<file path="config.mk">
export PLATFORM = sky130hd
export DESIGN_NAME = contactless_unit_timer
export DESIGN_NICKNAME = d
export VERILOG_FILES = /design/src/inc/cu_timer_pkg.sv /design/src/core/contactless_unit_timer.sv
export SDC_FILE = /design/constraint.sdc
export NUM_CORES = 1
export LEC_CHECK = 0
export BUFFER_PORTS_ARGS = -buffer_cell sky130_fd_sc_hd__buf_4
export CAP_MARGIN = 20
export CORE_ASPECT_RATIO = 0.9
export CORE_UTILIZATION = 56
export CTS_CLUSTER_SIZE = 25
export DETAILED_ROUTE_END_ITERATION = 16
export PLACE_DENSITY_LB_ADDON = 0.05
export SLEW_MARGIN = 20
export SYNTH_ARGS = -nofsm -noshare
export SYNTH_HDL_FRONTEND = slang
export SYNTH_SLANG_ARGS = --single-unit
export TNS_END_PERCENT = 100
</file>
<file path="constraint.sdc">
create_clock -name ref_clk_i -period 4.5 [get_ports ref_clk_i]
set_input_delay 0.45 -clock ref_clk_i [delete_from_list [all_inputs] [get_ports ref_clk_i]]
set_output_delay 0.45 -clock ref_clk_i [all_outputs]
set_load 0.005 [all_outputs]
</file>
<file path="src/inc/cu_timer_pkg.sv">
package cu_timer_pkg;

   // -----------------------------------------------------------------
   // bus geometry
   // -----------------------------------------------------------------
   localparam int ADDR_W = 20;
   localparam int DATA_W = 32;
   localparam logic [1:0] RESP_OKAY = 2'h0;
   localparam logic [1:0] RESP_DECERR = 2'h3;

   // -----------------------------------------------------------------
   // register indices; byte address is four times the index
   // -----------------------------------------------------------------
   localparam logic [15:0] IDX_PRESCALER_LOW = 16'h631B;
   localparam logic [15:0] IDX_RELOAD_HIGH = 16'h631C;
   localparam logic [15:0] IDX_RELOAD_LOW = 16'h631D;
   localparam logic [15:0] IDX_COUNT_HIGH = 16'h631E;
   localparam logic [15:0] IDX_COUNT_LOW = 16'h631F;
   localparam logic [15:0] IDX_TIMER_MODE = 16'h6330;
   localparam logic [15:0] IDX_TIMER_CTRL = 16'h6331;

   // -----------------------------------------------------------------
   // field layout and reset values
   // -----------------------------------------------------------------
   localparam int MODE_PRESC_LSB = 0;     // prescaler_upper_nibble [3:0]
   localparam int MODE_AUTO_BIT = 4;      // auto_reload_on_zero
   localparam int MODE_GATE_LSB = 5;      // gating_source_select [6:5]
   localparam int CTRL_START_BIT = 0;     // write 1: start event
   localparam int CTRL_STOP_BIT = 1;      // write 1: stop now
   localparam int CTRL_RUN_BIT = 2;       // read: running
   localparam int CTRL_FLAG_BIT = 3;      // read: timeout_flag, write 1 clears
   localparam logic [7:0] BYTE_RESET = 8'h00;
   localparam logic [15:0] COUNT_RESET = 16'h0000;
   localparam logic [15:0] COUNT_ONE = 16'h0001;
   localparam logic [11:0] PRESC_ONE = 12'h001;

   // -----------------------------------------------------------------
   // gating source codes
   // -----------------------------------------------------------------
   localparam logic [1:0] GATE_NONE = 2'h0;
   localparam logic [1:0] GATE_SIGNAL_INPUT = 2'h1;
   localparam logic [1:0] GATE_FIRST_AUX = 2'h2;

   // -----------------------------------------------------------------
   // timing: 6.78 MHz base derived from 25 MHz by phase accumulation
   // -----------------------------------------------------------------
   localparam int CLK_HZ = 25_000_000;
   localparam int BASE_HZ = 6_780_000;
   localparam int ACC_UNIT_HZ = 10_000;
   localparam logic [11:0] ACC_STEP = 12'(BASE_HZ / ACC_UNIT_HZ);
   localparam logic [11:0] ACC_MOD = 12'(CLK_HZ / ACC_UNIT_HZ);

   typedef enum logic [1:0] {
      ST_IDLE = 2'b01,
      ST_RUN = 2'b10
   } timer_state_t;

endpackage : cu_timer_pkg

</file>
<file path="src/core/contactless_unit_timer.sv">
// Operation
// - reload value is two byte registers, high and low, read/write, reset zero.
// - each start event loads counter with full 16-bit reload value.
// - reload byte writes leave running count alone until next start event; with auto-restart, reaching zero also loads them.
// - read-only register shows upper byte of live count; writes ignored.
// - read-only register shows lower byte of live count; writes ignored.
// - count rate is 6.78 MHz over 12-bit prescaler, nibble plus byte.
// - with auto-restart, reaching zero reloads and counting continues.
// - without auto-restart, counter stops at zero and sets timeout flag.
// - two-bit gating select: none, signal input, first auxiliary; 11 reserved.
//
// The AXI4-Lite interface to the registers is this design's own decision.
`timescale 1ns/100ps
module contactless_unit_timer (
   input wire logic ref_clk_i,                             // 25 MHz clock
   input wire logic srst_i,                                // sync reset, high
   input wire logic ce_i,                                  // clock enable
   input wire logic signal_input_i,                        // gate source 01
   input wire logic first_auxiliary_signal_i,              // gate source 10
   input wire logic [cu_timer_pkg::ADDR_W-1:0] axi_awaddr_i, // write address
   input wire logic axi_awvalid_i,                         // write addr valid
   output logic axi_awready_o,                             // write addr ready
   input wire logic [cu_timer_pkg::DATA_W-1:0] axi_wdata_i, // write data
   input wire logic [3:0] axi_wstrb_i,                     // byte strobes
   input wire logic axi_wvalid_i,                          // write data valid
   output logic axi_wready_o,                              // write data ready
   output logic [1:0] axi_bresp_o,                         // write response
   output logic axi_bvalid_o,                              // write resp valid
   input wire logic axi_bready_i,                          // write resp ready
   input wire logic [cu_timer_pkg::ADDR_W-1:0] axi_araddr_i, // read address
   input wire logic axi_arvalid_i,                         // read addr valid
   output logic axi_arready_o,                             // read addr ready
   output logic [cu_timer_pkg::DATA_W-1:0] axi_rdata_o,    // read data
   output logic [1:0] axi_rresp_o,                         // read response
   output logic axi_rvalid_o,                              // read valid
   input wire logic axi_rready_i,                          // read ready
   output logic timer_running_o,                           // counter running
   output logic timeout_flag_o                             // sticky zero flag
);
   import cu_timer_pkg::*;

   // -----------------------------------------------------------------
   // state
   // -----------------------------------------------------------------
   logic [7:0] reload_value_upper_byte;
   logic [7:0] reload_value_lower_byte;
   logic [7:0] prescaler_lower_byte;
   logic [3:0] prescaler_upper_nibble;
   logic auto_reload_on_zero;
   logic [1:0] gating_source_select;
   logic [15:0] live_count;
   logic timeout_flag;
   timer_state_t state;
   logic [11:0] phase_acc;
   logic [11:0] presc_cnt;
   logic aw_held;
   logic w_held;
   logic [ADDR_W-1:0] aw_addr;
   logic [7:0] w_byte;
   logic w_lane0;

   // -----------------------------------------------------------------
   // write channel: address and data taken in either order
   // -----------------------------------------------------------------
   logic wr_fire;
   logic [15:0] wr_idx;
   logic wr_aligned;
   logic wr_mapped;
   logic wr_en;

   assign axi_awready_o = !aw_held && !axi_bvalid_o;
   assign axi_wready_o = !w_held && !axi_bvalid_o;
   assign wr_fire = aw_held && w_held && !axi_bvalid_o;
   assign wr_idx = 16'(aw_addr[ADDR_W-1:2]);
   assign wr_aligned = (aw_addr[1:0] == 2'h0);
   assign wr_en = wr_fire && wr_mapped && w_lane0;

   // decode of the held write address
   always_comb begin
      if (!wr_aligned) begin
         wr_mapped = 1'b0;
      end else if (wr_idx == IDX_PRESCALER_LOW || wr_idx == IDX_RELOAD_HIGH || wr_idx == IDX_RELOAD_LOW) begin
         wr_mapped = 1'b1;
      end else if (wr_idx == IDX_COUNT_HIGH || wr_idx == IDX_COUNT_LOW) begin
         wr_mapped = 1'b1;                    // accepted but no effect
      end else if (wr_idx == IDX_TIMER_MODE || wr_idx == IDX_TIMER_CTRL) begin
         wr_mapped = 1'b1;
      end else begin
         wr_mapped = 1'b0;
      end
   end

   // hold address and data until both have arrived
   always_ff @(posedge ref_clk_i) begin
      if (srst_i) begin
         aw_held <= 1'b0;
         w_held <= 1'b0;
         aw_addr <= '0;
         w_byte <= BYTE_RESET;
         w_lane0 <= 1'b0;
      end else if (ce_i) begin
         if (axi_awvalid_i && axi_awready_o) begin
            aw_held <= 1'b1;
            aw_addr <= axi_awaddr_i;
         end else if (wr_fire) begin
            aw_held <= 1'b0;
         end
         if (axi_wvalid_i && axi_wready_o) begin
            w_held <= 1'b1;
            w_byte <= axi_wdata_i[7:0];
            w_lane0 <= axi_wstrb_i[0];
         end else if (wr_fire) begin
            w_held <= 1'b0;
         end
      end
   end

   // write response, one cycle after both halves are present
   always_ff @(posedge ref_clk_i) begin
      if (srst_i) begin
         axi_bvalid_o <= 1'b0;
         axi_bresp_o <= RESP_OKAY;
      end else if (ce_i) begin
         if (wr_fire) begin
            axi_bvalid_o <= 1'b1;
            axi_bresp_o <= wr_mapped ? RESP_OKAY : RESP_DECERR;
         end else if (axi_bready_i) begin
            axi_bvalid_o <= 1'b0;
         end
      end
   end

   // -----------------------------------------------------------------
   // configuration registers
   // -----------------------------------------------------------------
   logic start_evt;
   logic stop_evt;
   logic flag_clr;

   assign start_evt = wr_en && wr_idx == IDX_TIMER_CTRL && w_byte[CTRL_START_BIT];
   assign stop_evt = wr_en && wr_idx == IDX_TIMER_CTRL && w_byte[CTRL_STOP_BIT];
   assign flag_clr = wr_en && wr_idx == IDX_TIMER_CTRL && w_byte[CTRL_FLAG_BIT];

   // reload bytes feed the counter at a start event or at an auto reload on zero
   always_ff @(posedge ref_clk_i) begin
      if (srst_i) begin
         reload_value_upper_byte <= BYTE_RESET;
         reload_value_lower_byte <= BYTE_RESET;
         prescaler_lower_byte <= BYTE_RESET;
         prescaler_upper_nibble <= BYTE_RESET[3:0];
         auto_reload_on_zero <= 1'b0;
         gating_source_select <= GATE_NONE;
      end else if (ce_i && wr_en) begin
         if (wr_idx == IDX_RELOAD_HIGH) begin
            reload_value_upper_byte <= w_byte;
         end else if (wr_idx == IDX_RELOAD_LOW) begin
            reload_value_lower_byte <= w_byte;
         end else if (wr_idx == IDX_PRESCALER_LOW) begin
            prescaler_lower_byte <= w_byte;
         end else if (wr_idx == IDX_TIMER_MODE) begin
            prescaler_upper_nibble <= w_byte[MODE_PRESC_LSB +: 4];
            auto_reload_on_zero <= w_byte[MODE_AUTO_BIT];
            gating_source_select <= w_byte[MODE_GATE_LSB +: 2];
         end
      end
   end

   // -----------------------------------------------------------------
   // tick generation: 6.78 MHz base, then gate, then prescaler
   // -----------------------------------------------------------------
   logic [11:0] reload_presc;
   logic [11:0] acc_sum;
   logic base_tick;
   logic gate_open;
   logic timer_tick;
   logic [15:0] reload_value;

   assign reload_value = {reload_value_upper_byte, reload_value_lower_byte};
   // a zero prescaler is taken as one so the timer never locks up
   assign reload_presc = ({prescaler_upper_nibble, prescaler_lower_byte} == 12'h000) ? PRESC_ONE
                         : {prescaler_upper_nibble, prescaler_lower_byte};
   assign acc_sum = phase_acc + ACC_STEP;
   assign base_tick = (acc_sum >= ACC_MOD);

   // reserved gate code keeps the timer held rather than guessing
   always_comb begin
      case (gating_source_select)
         GATE_NONE: gate_open = 1'b1;
         GATE_SIGNAL_INPUT: gate_open = signal_input_i;
         GATE_FIRST_AUX: gate_open = first_auxiliary_signal_i;
         default: gate_open = 1'b0;
      endcase
   end

   assign timer_tick = (state == ST_RUN) && base_tick && gate_open && (presc_cnt + PRESC_ONE >= reload_presc);

   // free-running phase accumulator, average rate 678/2500 of the clock
   always_ff @(posedge ref_clk_i) begin
      if (srst_i) begin
         phase_acc <= 12'h000;
      end else if (ce_i) begin
         phase_acc <= base_tick ? acc_sum - ACC_MOD : acc_sum;
      end
   end

   // prescaler restarts with every start event so the first period is whole
   always_ff @(posedge ref_clk_i) begin
      if (srst_i) begin
         presc_cnt <= 12'h000;
      end else if (ce_i) begin
         if (start_evt || timer_tick) begin
            presc_cnt <= 12'h000;
         end else if (state == ST_RUN && base_tick && gate_open) begin
            presc_cnt <= presc_cnt + PRESC_ONE;
         end
      end
   end

   // -----------------------------------------------------------------
   // counter and run state
   // -----------------------------------------------------------------
   logic zero_reached;

   assign zero_reached = timer_tick && (live_count == COUNT_ONE || live_count == COUNT_RESET);

   always_ff @(posedge ref_clk_i) begin
      if (srst_i) begin
         state <= ST_IDLE;
         live_count <= COUNT_RESET;
      end else if (ce_i) begin
         case (state)
            ST_IDLE: begin
               if (start_evt) begin
                  live_count <= reload_value;
                  state <= ST_RUN;
               end
            end
            ST_RUN: begin
               if (start_evt) begin
                  live_count <= reload_value;
               end else if (stop_evt) begin
                  state <= ST_IDLE;
               end else if (timer_tick) begin
                  if (live_count == COUNT_RESET) begin
                     // only reached here with auto reload or a zero reload value
                     if (auto_reload_on_zero) begin
                        live_count <= reload_value;
                     end else begin
                        state <= ST_IDLE;
                     end
                  end else begin
                     live_count <= live_count - COUNT_ONE;
                     if (live_count == COUNT_ONE && !auto_reload_on_zero) begin
                        state <= ST_IDLE;
                     end
                  end
               end
            end
            default: state <= ST_IDLE;
         endcase
      end
   end

   // sticky flag: a new zero in the clear cycle wins over the clear
   always_ff @(posedge ref_clk_i) begin
      if (srst_i) begin
         timeout_flag <= 1'b0;
      end else if (ce_i) begin
         if (zero_reached && !start_evt && !stop_evt) begin
            timeout_flag <= 1'b1;
         end else if (flag_clr) begin
            timeout_flag <= 1'b0;
         end
      end
   end

   assign timer_running_o = (state == ST_RUN);
   assign timeout_flag_o = timeout_flag;

   // -----------------------------------------------------------------
   // read channel: one read at a time, data registered
   // -----------------------------------------------------------------
   logic [15:0] rd_idx;
   logic [7:0] rd_byte;
   logic rd_mapped;

   assign axi_arready_o = !axi_rvalid_o;
   assign rd_idx = 16'(axi_araddr_i[ADDR_W-1:2]);

   // read mux; live count bytes follow the counter every cycle
   always_comb begin
      rd_byte = BYTE_RESET;
      rd_mapped = 1'b1;
      if (axi_araddr_i[1:0] != 2'h0) begin
         rd_mapped = 1'b0;
      end else if (rd_idx == IDX_RELOAD_HIGH) begin
         rd_byte = reload_value_upper_byte;
      end else if (rd_idx == IDX_RELOAD_LOW) begin
         rd_byte = reload_value_lower_byte;
      end else if (rd_idx == IDX_COUNT_HIGH) begin
         rd_byte = live_count[15:8];
      end else if (rd_idx == IDX_COUNT_LOW) begin
         rd_byte = live_count[7:0];
      end else if (rd_idx == IDX_PRESCALER_LOW) begin
         rd_byte = prescaler_lower_byte;
      end else if (rd_idx == IDX_TIMER_MODE) begin
         rd_byte = {1'b0, gating_source_select, auto_reload_on_zero, prescaler_upper_nibble};
      end else if (rd_idx == IDX_TIMER_CTRL) begin
         rd_byte = {4'h0, timeout_flag, timer_running_o, 2'h0};
      end else begin
         rd_mapped = 1'b0;
      end
   end

   always_ff @(posedge ref_clk_i) begin
      if (srst_i) begin
         axi_rvalid_o <= 1'b0;
         axi_rdata_o <= '0;
         axi_rresp_o <= RESP_OKAY;
      end else if (ce_i) begin
         if (axi_arvalid_i && axi_arready_o) begin
            axi_rvalid_o <= 1'b1;
            axi_rdata_o <= {24'h000000, rd_byte};
            axi_rresp_o <= rd_mapped ? RESP_OKAY : RESP_DECERR;
         end else if (axi_rready_i) begin
            axi_rvalid_o <= 1'b0;
         end
      end
   end

endmodule : contactless_unit_timer

</file>
==> results.toml, run 1 <==
[cells_and_area]
drive_above_1_share = 0.145
area_growth_syn_to_layout_pct = 17.1
antenna_cells = 0
nNetsFinal = 1016

[floorplanning]
start_util = 0.586
fp.dieW_um = 118
core_area_um2 = 11600
pin_count = 129
dieHeight_um = 107
rows = 37
dieArea_um2 = 12600

[clock_tree]
cts_setup_buffers = 0
clock_path_buffers = 2
cts_tree = "done"
post_cts_resized = 0
htreeDepth = 4
clk_pin_slew_ns = 0.05
cts_hold_buf = 0
clk_latency_ns = 0.42
cts_sinks = 114
cts_made_buffers = 17
clk_root_buffer_cell = "clkbuf_16"

[yosys]
ys_types = 80
synthAdderAreaFrac = 0.0386
yosys-top-cells-count = "dfxtp_1 (114), nand2_1 (114), nor2_1 (90), a21oi_1 (78), mux2i_1 (53)"
ys_ff_latch = 114
synth_edf_count = 0
synth_area_leader_cell = "dfxtp_1"
synthSimpleGateAreaFrac = 0.243
syn-cell-area_um2 = 6810
ys_warn_count = 0
ys_seq_area_frac = 0.335
synth-main-ff-cell = "dfxtp_1"
synth_top_area_frac = 0.335
synth_top_family_by_area = "simple AND/OR/NAND/NOR gates"
synthMuxAreaShare = 0.0862
async_reset_ff_frac = 0
synth_compound_area_frac = 0.200
syn_inst = 859
avgSynthCellArea_um2 = 7.93
synth.area.top_cells = "dfxtp_1 (34%), mux2i_1 (7.8%), nand2_1 (6.3%)"
synth_xor_area_frac = 0.0193

[sta]
rsz0062_at_grt = "no"
setup_tns_ns = 0
setup_viol = 0
fin_crit_ns = 3.77
slew_headroom = 0.340
hold_viol = 0
worst_pin_slew_ns = 0.986
skew_ns = 0.00561
slew_violations = 0
period_share = 0.837
clock.fmax_mhz = 266

[setup_path]
crit_top_cell = "ha_1"
critPathKind = "reg2reg"
worstPathMaxFanout = 13
cp_slowest_stage_delay_ns = 0.42
crit_required_ns = 4.78
cp-start-kind = "flop"
slowest_stage = "dfxtp_1"
cp-end-kind = "flop"
cp.arrival_ns = 4.04
crit_chain = "ha_1, and3_1, nand3_1, nor2_1, xor2_1, ha_1, nand4_1, o31a_1, a221oi_1, buf_4, o211ai_4, a21oi_4, buf_12, mux2i_1, a21oi_1"

[global_routing]
grt-ovfl-total = 0
antenna_found_initial = 0
grt_usage = 0.296
grt_start_max_net_pins = 53
grt_pass1_vias = 6076
grt_pass1_wl_um = 29500

[status]
outcome = "complete, no violations"

[power_and_ir_drop]
powerDensity_nw_per_um2 = 355
total_power_mw = 2.83
ir_drop_mv = 0.278
p_leak_nw = 3.34

[route]
vias_per_cell = 5.96
first_pass_iters = 6
num_vias = 6415
post_drt_wl_per_cell_um = 16.6
route.antenna.remaining_nets = 0
drc = 0
drt-total-wl_um = 17800
drt_iter0_markers = 503

[worst_hold_path]
hold_class = "in2reg"

[placement]
hpwl_um = 12600
numPortBuffers = 73
routabilityCongestion = 0.876

[run]
max_cap_violations = 0
==> layout by cell type (no fill, tap or decap), types with 5 or more instances in the layout <==
cell,count
and3_1,12
nor2_1,90
nor2b_1,14
or3_1,6
nand4_1,8
o21a_1,5
dfxtp_1,114
buf_4,77
bufinv_16,6
conb_1,24
nand2_1,114
nand3b_1,5
o21ai_0,34
a21o_1,8
xnor2_1,8
nor4_1,6
a21oi_1,78
a31oi_1,6
a211o_1,6
o22ai_1,8
nor3b_1,5
nor3_1,12
a211oi_1,9
inv_1,35
clkbuf_16,17
xor2_1,7
nand3_1,23
mux2i_1,53
ha_1,21
nand2b_1,16
==> worst paths after layout <==
kind / from / end / slack [ns] / cells past startpoint
setup reg to reg: presc_cnt[0] / live_count[6] / 0.73 / 15
hold reg to reg: aw_addr[6] / aw_addr[6] / 0.45 / 2
hold / removal: axi_awaddr_i[1] / aw_addr[1] / 0.28 / 3
setup / recovery: presc_cnt[0] / live_count[6] / 0.73 / 15
==> layer usage <==
layer	share of wire	track usage	up-vias	wire, µm
met5	0	0	-	0
met4	0.027	0.124	0	477
met3	0.076	0.0782	41	1360
met2	0.46	0.495	273	8270
met1	0.43	0.360	3001	7740
li1	-	-	3100	-
==> report_power, final <==
| part | switching [mW] | internal (mW) | total, mW |
|---|---|---|---|
| clock | 0.465 | 1.06 | 1.52 |
| sequential | 0.0396 | 1.03 | 1.07 |
| combinational | 0.130 | 0.103 | 0.232 |
| total | 0.634 | 2.20 | 2.83 |
==> worst max-delay path: cells and delay by family, from the launching register on <==
kind / cells / cell delay (ns)
AO/OA/AOI/OAI: 5 / 1.25
XOR/XNOR: 1 / 0.23
adder cells (fa/ha/maj): 2 / 0.48
buffers and inverters: 2 / 0.41
flip-flops: 1 / 0.42
multiplexers: 1 / 0.23
AND/OR/NAND/NOR: 4 / 0.62
==> flip-flops by register name (all words and copies together), names as in the netlist, 2 cells and up <==
register                 count
aw_addr                     18
live_count                  16
presc_cnt                   12
phase_acc                   11
axi_rdata_o                  8
prescaler_lower_byte         8
reload_value_lower_byte      8
reload_value_upper_byte      8
w_byte                       8
prescaler_upper_nibble       4
gating_source_select         2
state                        2
==> through the flow <==
step	cells	cell area [µm²]	hold WS [ns]	setup slack (ns)	utilization
2_1_floorplan	882	6900	0.432	1.19	-
6_report	1077	7980	0.282	0.735	0.686
3_3_place_gp	1046	7300	0.438	0.938	0.628
5_1_grt	1077	7980	0.278	0.431	0.686
4_1_cts	1077	7960	0.274	0.775	0.685
3_5_place_dp	1046	7300	0.448	0.894	0.628
==> area by class of cell <==
cell class	count	area [µm²]
well taps	156	195
flip-flops and latches	114	2280
clock buffers	20	457
inverters	35	131
clock inverters	11	208
fillers	983	3640
multi-input cells	663	4100
repair buffers	78	598
==> logic make-up after synthesis <==
kind of cell	Yosys count
AO/OA/AOI/OAI	205
XOR/XNOR	15
buffers and inverters	105
other	1
AND/OR/NAND/NOR	340
flip-flops	114
multiplexers	58
adder cells (fa/ha/maj)	21
No activity file was read; power rests on OpenSTA's default activity.
==> run 2: changes to the inputs <==
Clock period 4.5 ns to 3.95 ns, I/O delays scaled along.
==> results.toml, run 2 (same netlist as run 1, synthesis figures left out) <==
[setup_path]
cp.depth = 15
critPathKind = "reg2reg"
cp-start-kind = "flop"
slowest_stage = "dfxtp_1"
cp-end-kind = "flop"
cp.arrival_ns = 3.93
rr_worst_depth = 15
crit_required_ns = 4.25
cp_slowest_stage_delay_ns = 0.42
worstPathMaxFanout = 25
critPathBufInv = 2
crit_chain = "ha_1, and3_1, nand3_1, nor2_1, xor2_1, ha_1, nand4_1, o31a_1, a221oi_1, buf_4, o211ai_4, a21oi_4, buf_4, o21ai_0, a32o_1"
critPathTopFamily = "compound AO/OA/AOI/OAI gates"

[cells_and_area]
area_growth_syn_to_layout_pct = 14.9
regMostFlops = "aw_addr"
register_area_um2 = 2280
nNetsFinal = 1017
fillCellCount = 1013
most-common-layout-cells = "nand2_1 (114), dfxtp_1 (114), nor2_1 (90)"
largest_reg_flops = 18
drive_above_1_share = 0.142
antenna_cells = 0
multiInputGateArea_um2 = 4090
top_regs = "aw_addr x18, live_count x16, presc_cnt x12"

[status]
outcome = "complete, no violations"

[power_and_ir_drop]
p_sw_frac = 0.240
p_leak_nw = 3.28
p_sw_mw = 0.690
powerDensity_nw_per_um2 = 368
p_int_mw = 2.19
p_comb_frac = 0.091
clkPwrFrac = 0.485
seq_power_share = 0.424
ir_drop_mv = 0.356

[sta]
worst_pin_slew_ns = 1.06
setup_viol = 0
setup_tns_ns = 0
skew_ns = 0.00887
slew_headroom = 0.291
hold_viol = 0
fin_crit_ns = 3.63
clock.fmax_mhz = 276
rsz0062_at_grt = "no"
slew_violations = 0
period_share = 0.919
fin_worst_hold_slack_ns = 0.227

[global_routing]
grt_pass1_vias = 5883
grt-ovfl-total = 0
grt_pass1_wl_um = 28600
grt_usage = 0.285
antenna_found_initial = 0
grt_start_max_net_pins = 61

[placement]
routabilityCongestion = 0.926
numPortBuffers = 73
hpwl_um = 12500

[floorplanning]
rows = 37
start_util = 0.586
fp.dieW_um = 118
dieHeight_um = 107
core_area_um2 = 11600
dieArea_um2 = 12600
pin_count = 129

[route]
drc = 0
drt-total-wl_um = 17200
vias_per_cell = 5.87
drt_iter0_markers = 529
route.antenna.remaining_nets = 0
first_pass_iters = 6
post_drt_wl_per_cell_um = 16.0
num_vias = 6316

[clock_tree]
clk_pin_slew_ns = 0.05
clock_path_buffers = 2
cts_tree = "done"
clk_root_buffer_cell = "clkbuf_16"
cts_setup_buffers = 0
cts_sinks = 114
cts_made_buffers = 17
cts_hold_buf = 0
post_cts_resized = 0
clk_latency_ns = 0.41
htreeDepth = 4

[worst_hold_path]
hold_class = "in2reg"
hold_depth = 3

[run]
max_cap_violations = 0
run 2: worst register-to-register path, cell delays in order, from the launching register on:
cell and delay (ns):
dfxtp_1 0.42, ha_1 0.25, and3_1 0.22, nand3_1 0.15, nor2_1 0.14, xor2_1 0.10, ha_1 0.32, nand4_1 0.10
o31a_1 0.30, a221oi_1 0.32, buf_4 0.20, o211ai_4 0.12, a21oi_4 0.15, buf_4 0.31, o21ai_0 0.15, a32o_1 0.28
run 2: final timing paths:
path                         start             end  slack, ns
setup / recovery      presc_cnt[0]  live_count[11]       0.32
hold / removal    axi_awaddr_i[14]     aw_addr[14]       0.23
setup reg to reg      presc_cnt[0]  live_count[11]       0.32
hold reg to reg        aw_addr[10]     aw_addr[10]       0.45
run 2: power groups by stage:
stage	clock, mW	sequential, mW	combinational [mW]
finish	1.40	1.22	0.262
global route	1.46	1.23	0.292
CTS	1.41	1.22	0.261
detailed placement	0	1.24	0.261
global placement	0	1.24	0.252
floorplan	0	1.22	0.213
run 2: final cells by class:
cell class	count	area share
inverters	35	0.0168
clock inverters	7	0.00767
clock buffers	22	0.0606
flip-flops and latches	114	0.292
multi-input cells	663	0.523
repair buffers	79	0.0758
well taps	156	0.0249
run 2: stage by stage:
stage | std cells | worst slack, ns | instance area, µm² | util | power, mW
after floorplan | 882 | 0.643 | 6900 | - | 1.43
after global placement | 1047 | 0.429 | 7290 | 0.628 | 1.49
after detailed placement | 1047 | 0.381 | 7290 | 0.628 | 1.50
after CTS | 1076 | 0.334 | 7830 | 0.674 | 2.89
after global routing | 1076 | 0.0353 | 7830 | 0.674 | 2.98
final | 1076 | 0.322 | 7830 | 0.674 | 2.88
run 2: metal layers:
metal / wire [µm] / part of all wire / GRT usage
met4: 286 / 0.017 / 0.103
met5: 0 / 0 / 0
met2: 7940 / 0.46 / 0.471
met3: 1090 / 0.063 / 0.0574
met1: 7890 / 0.46 / 0.368
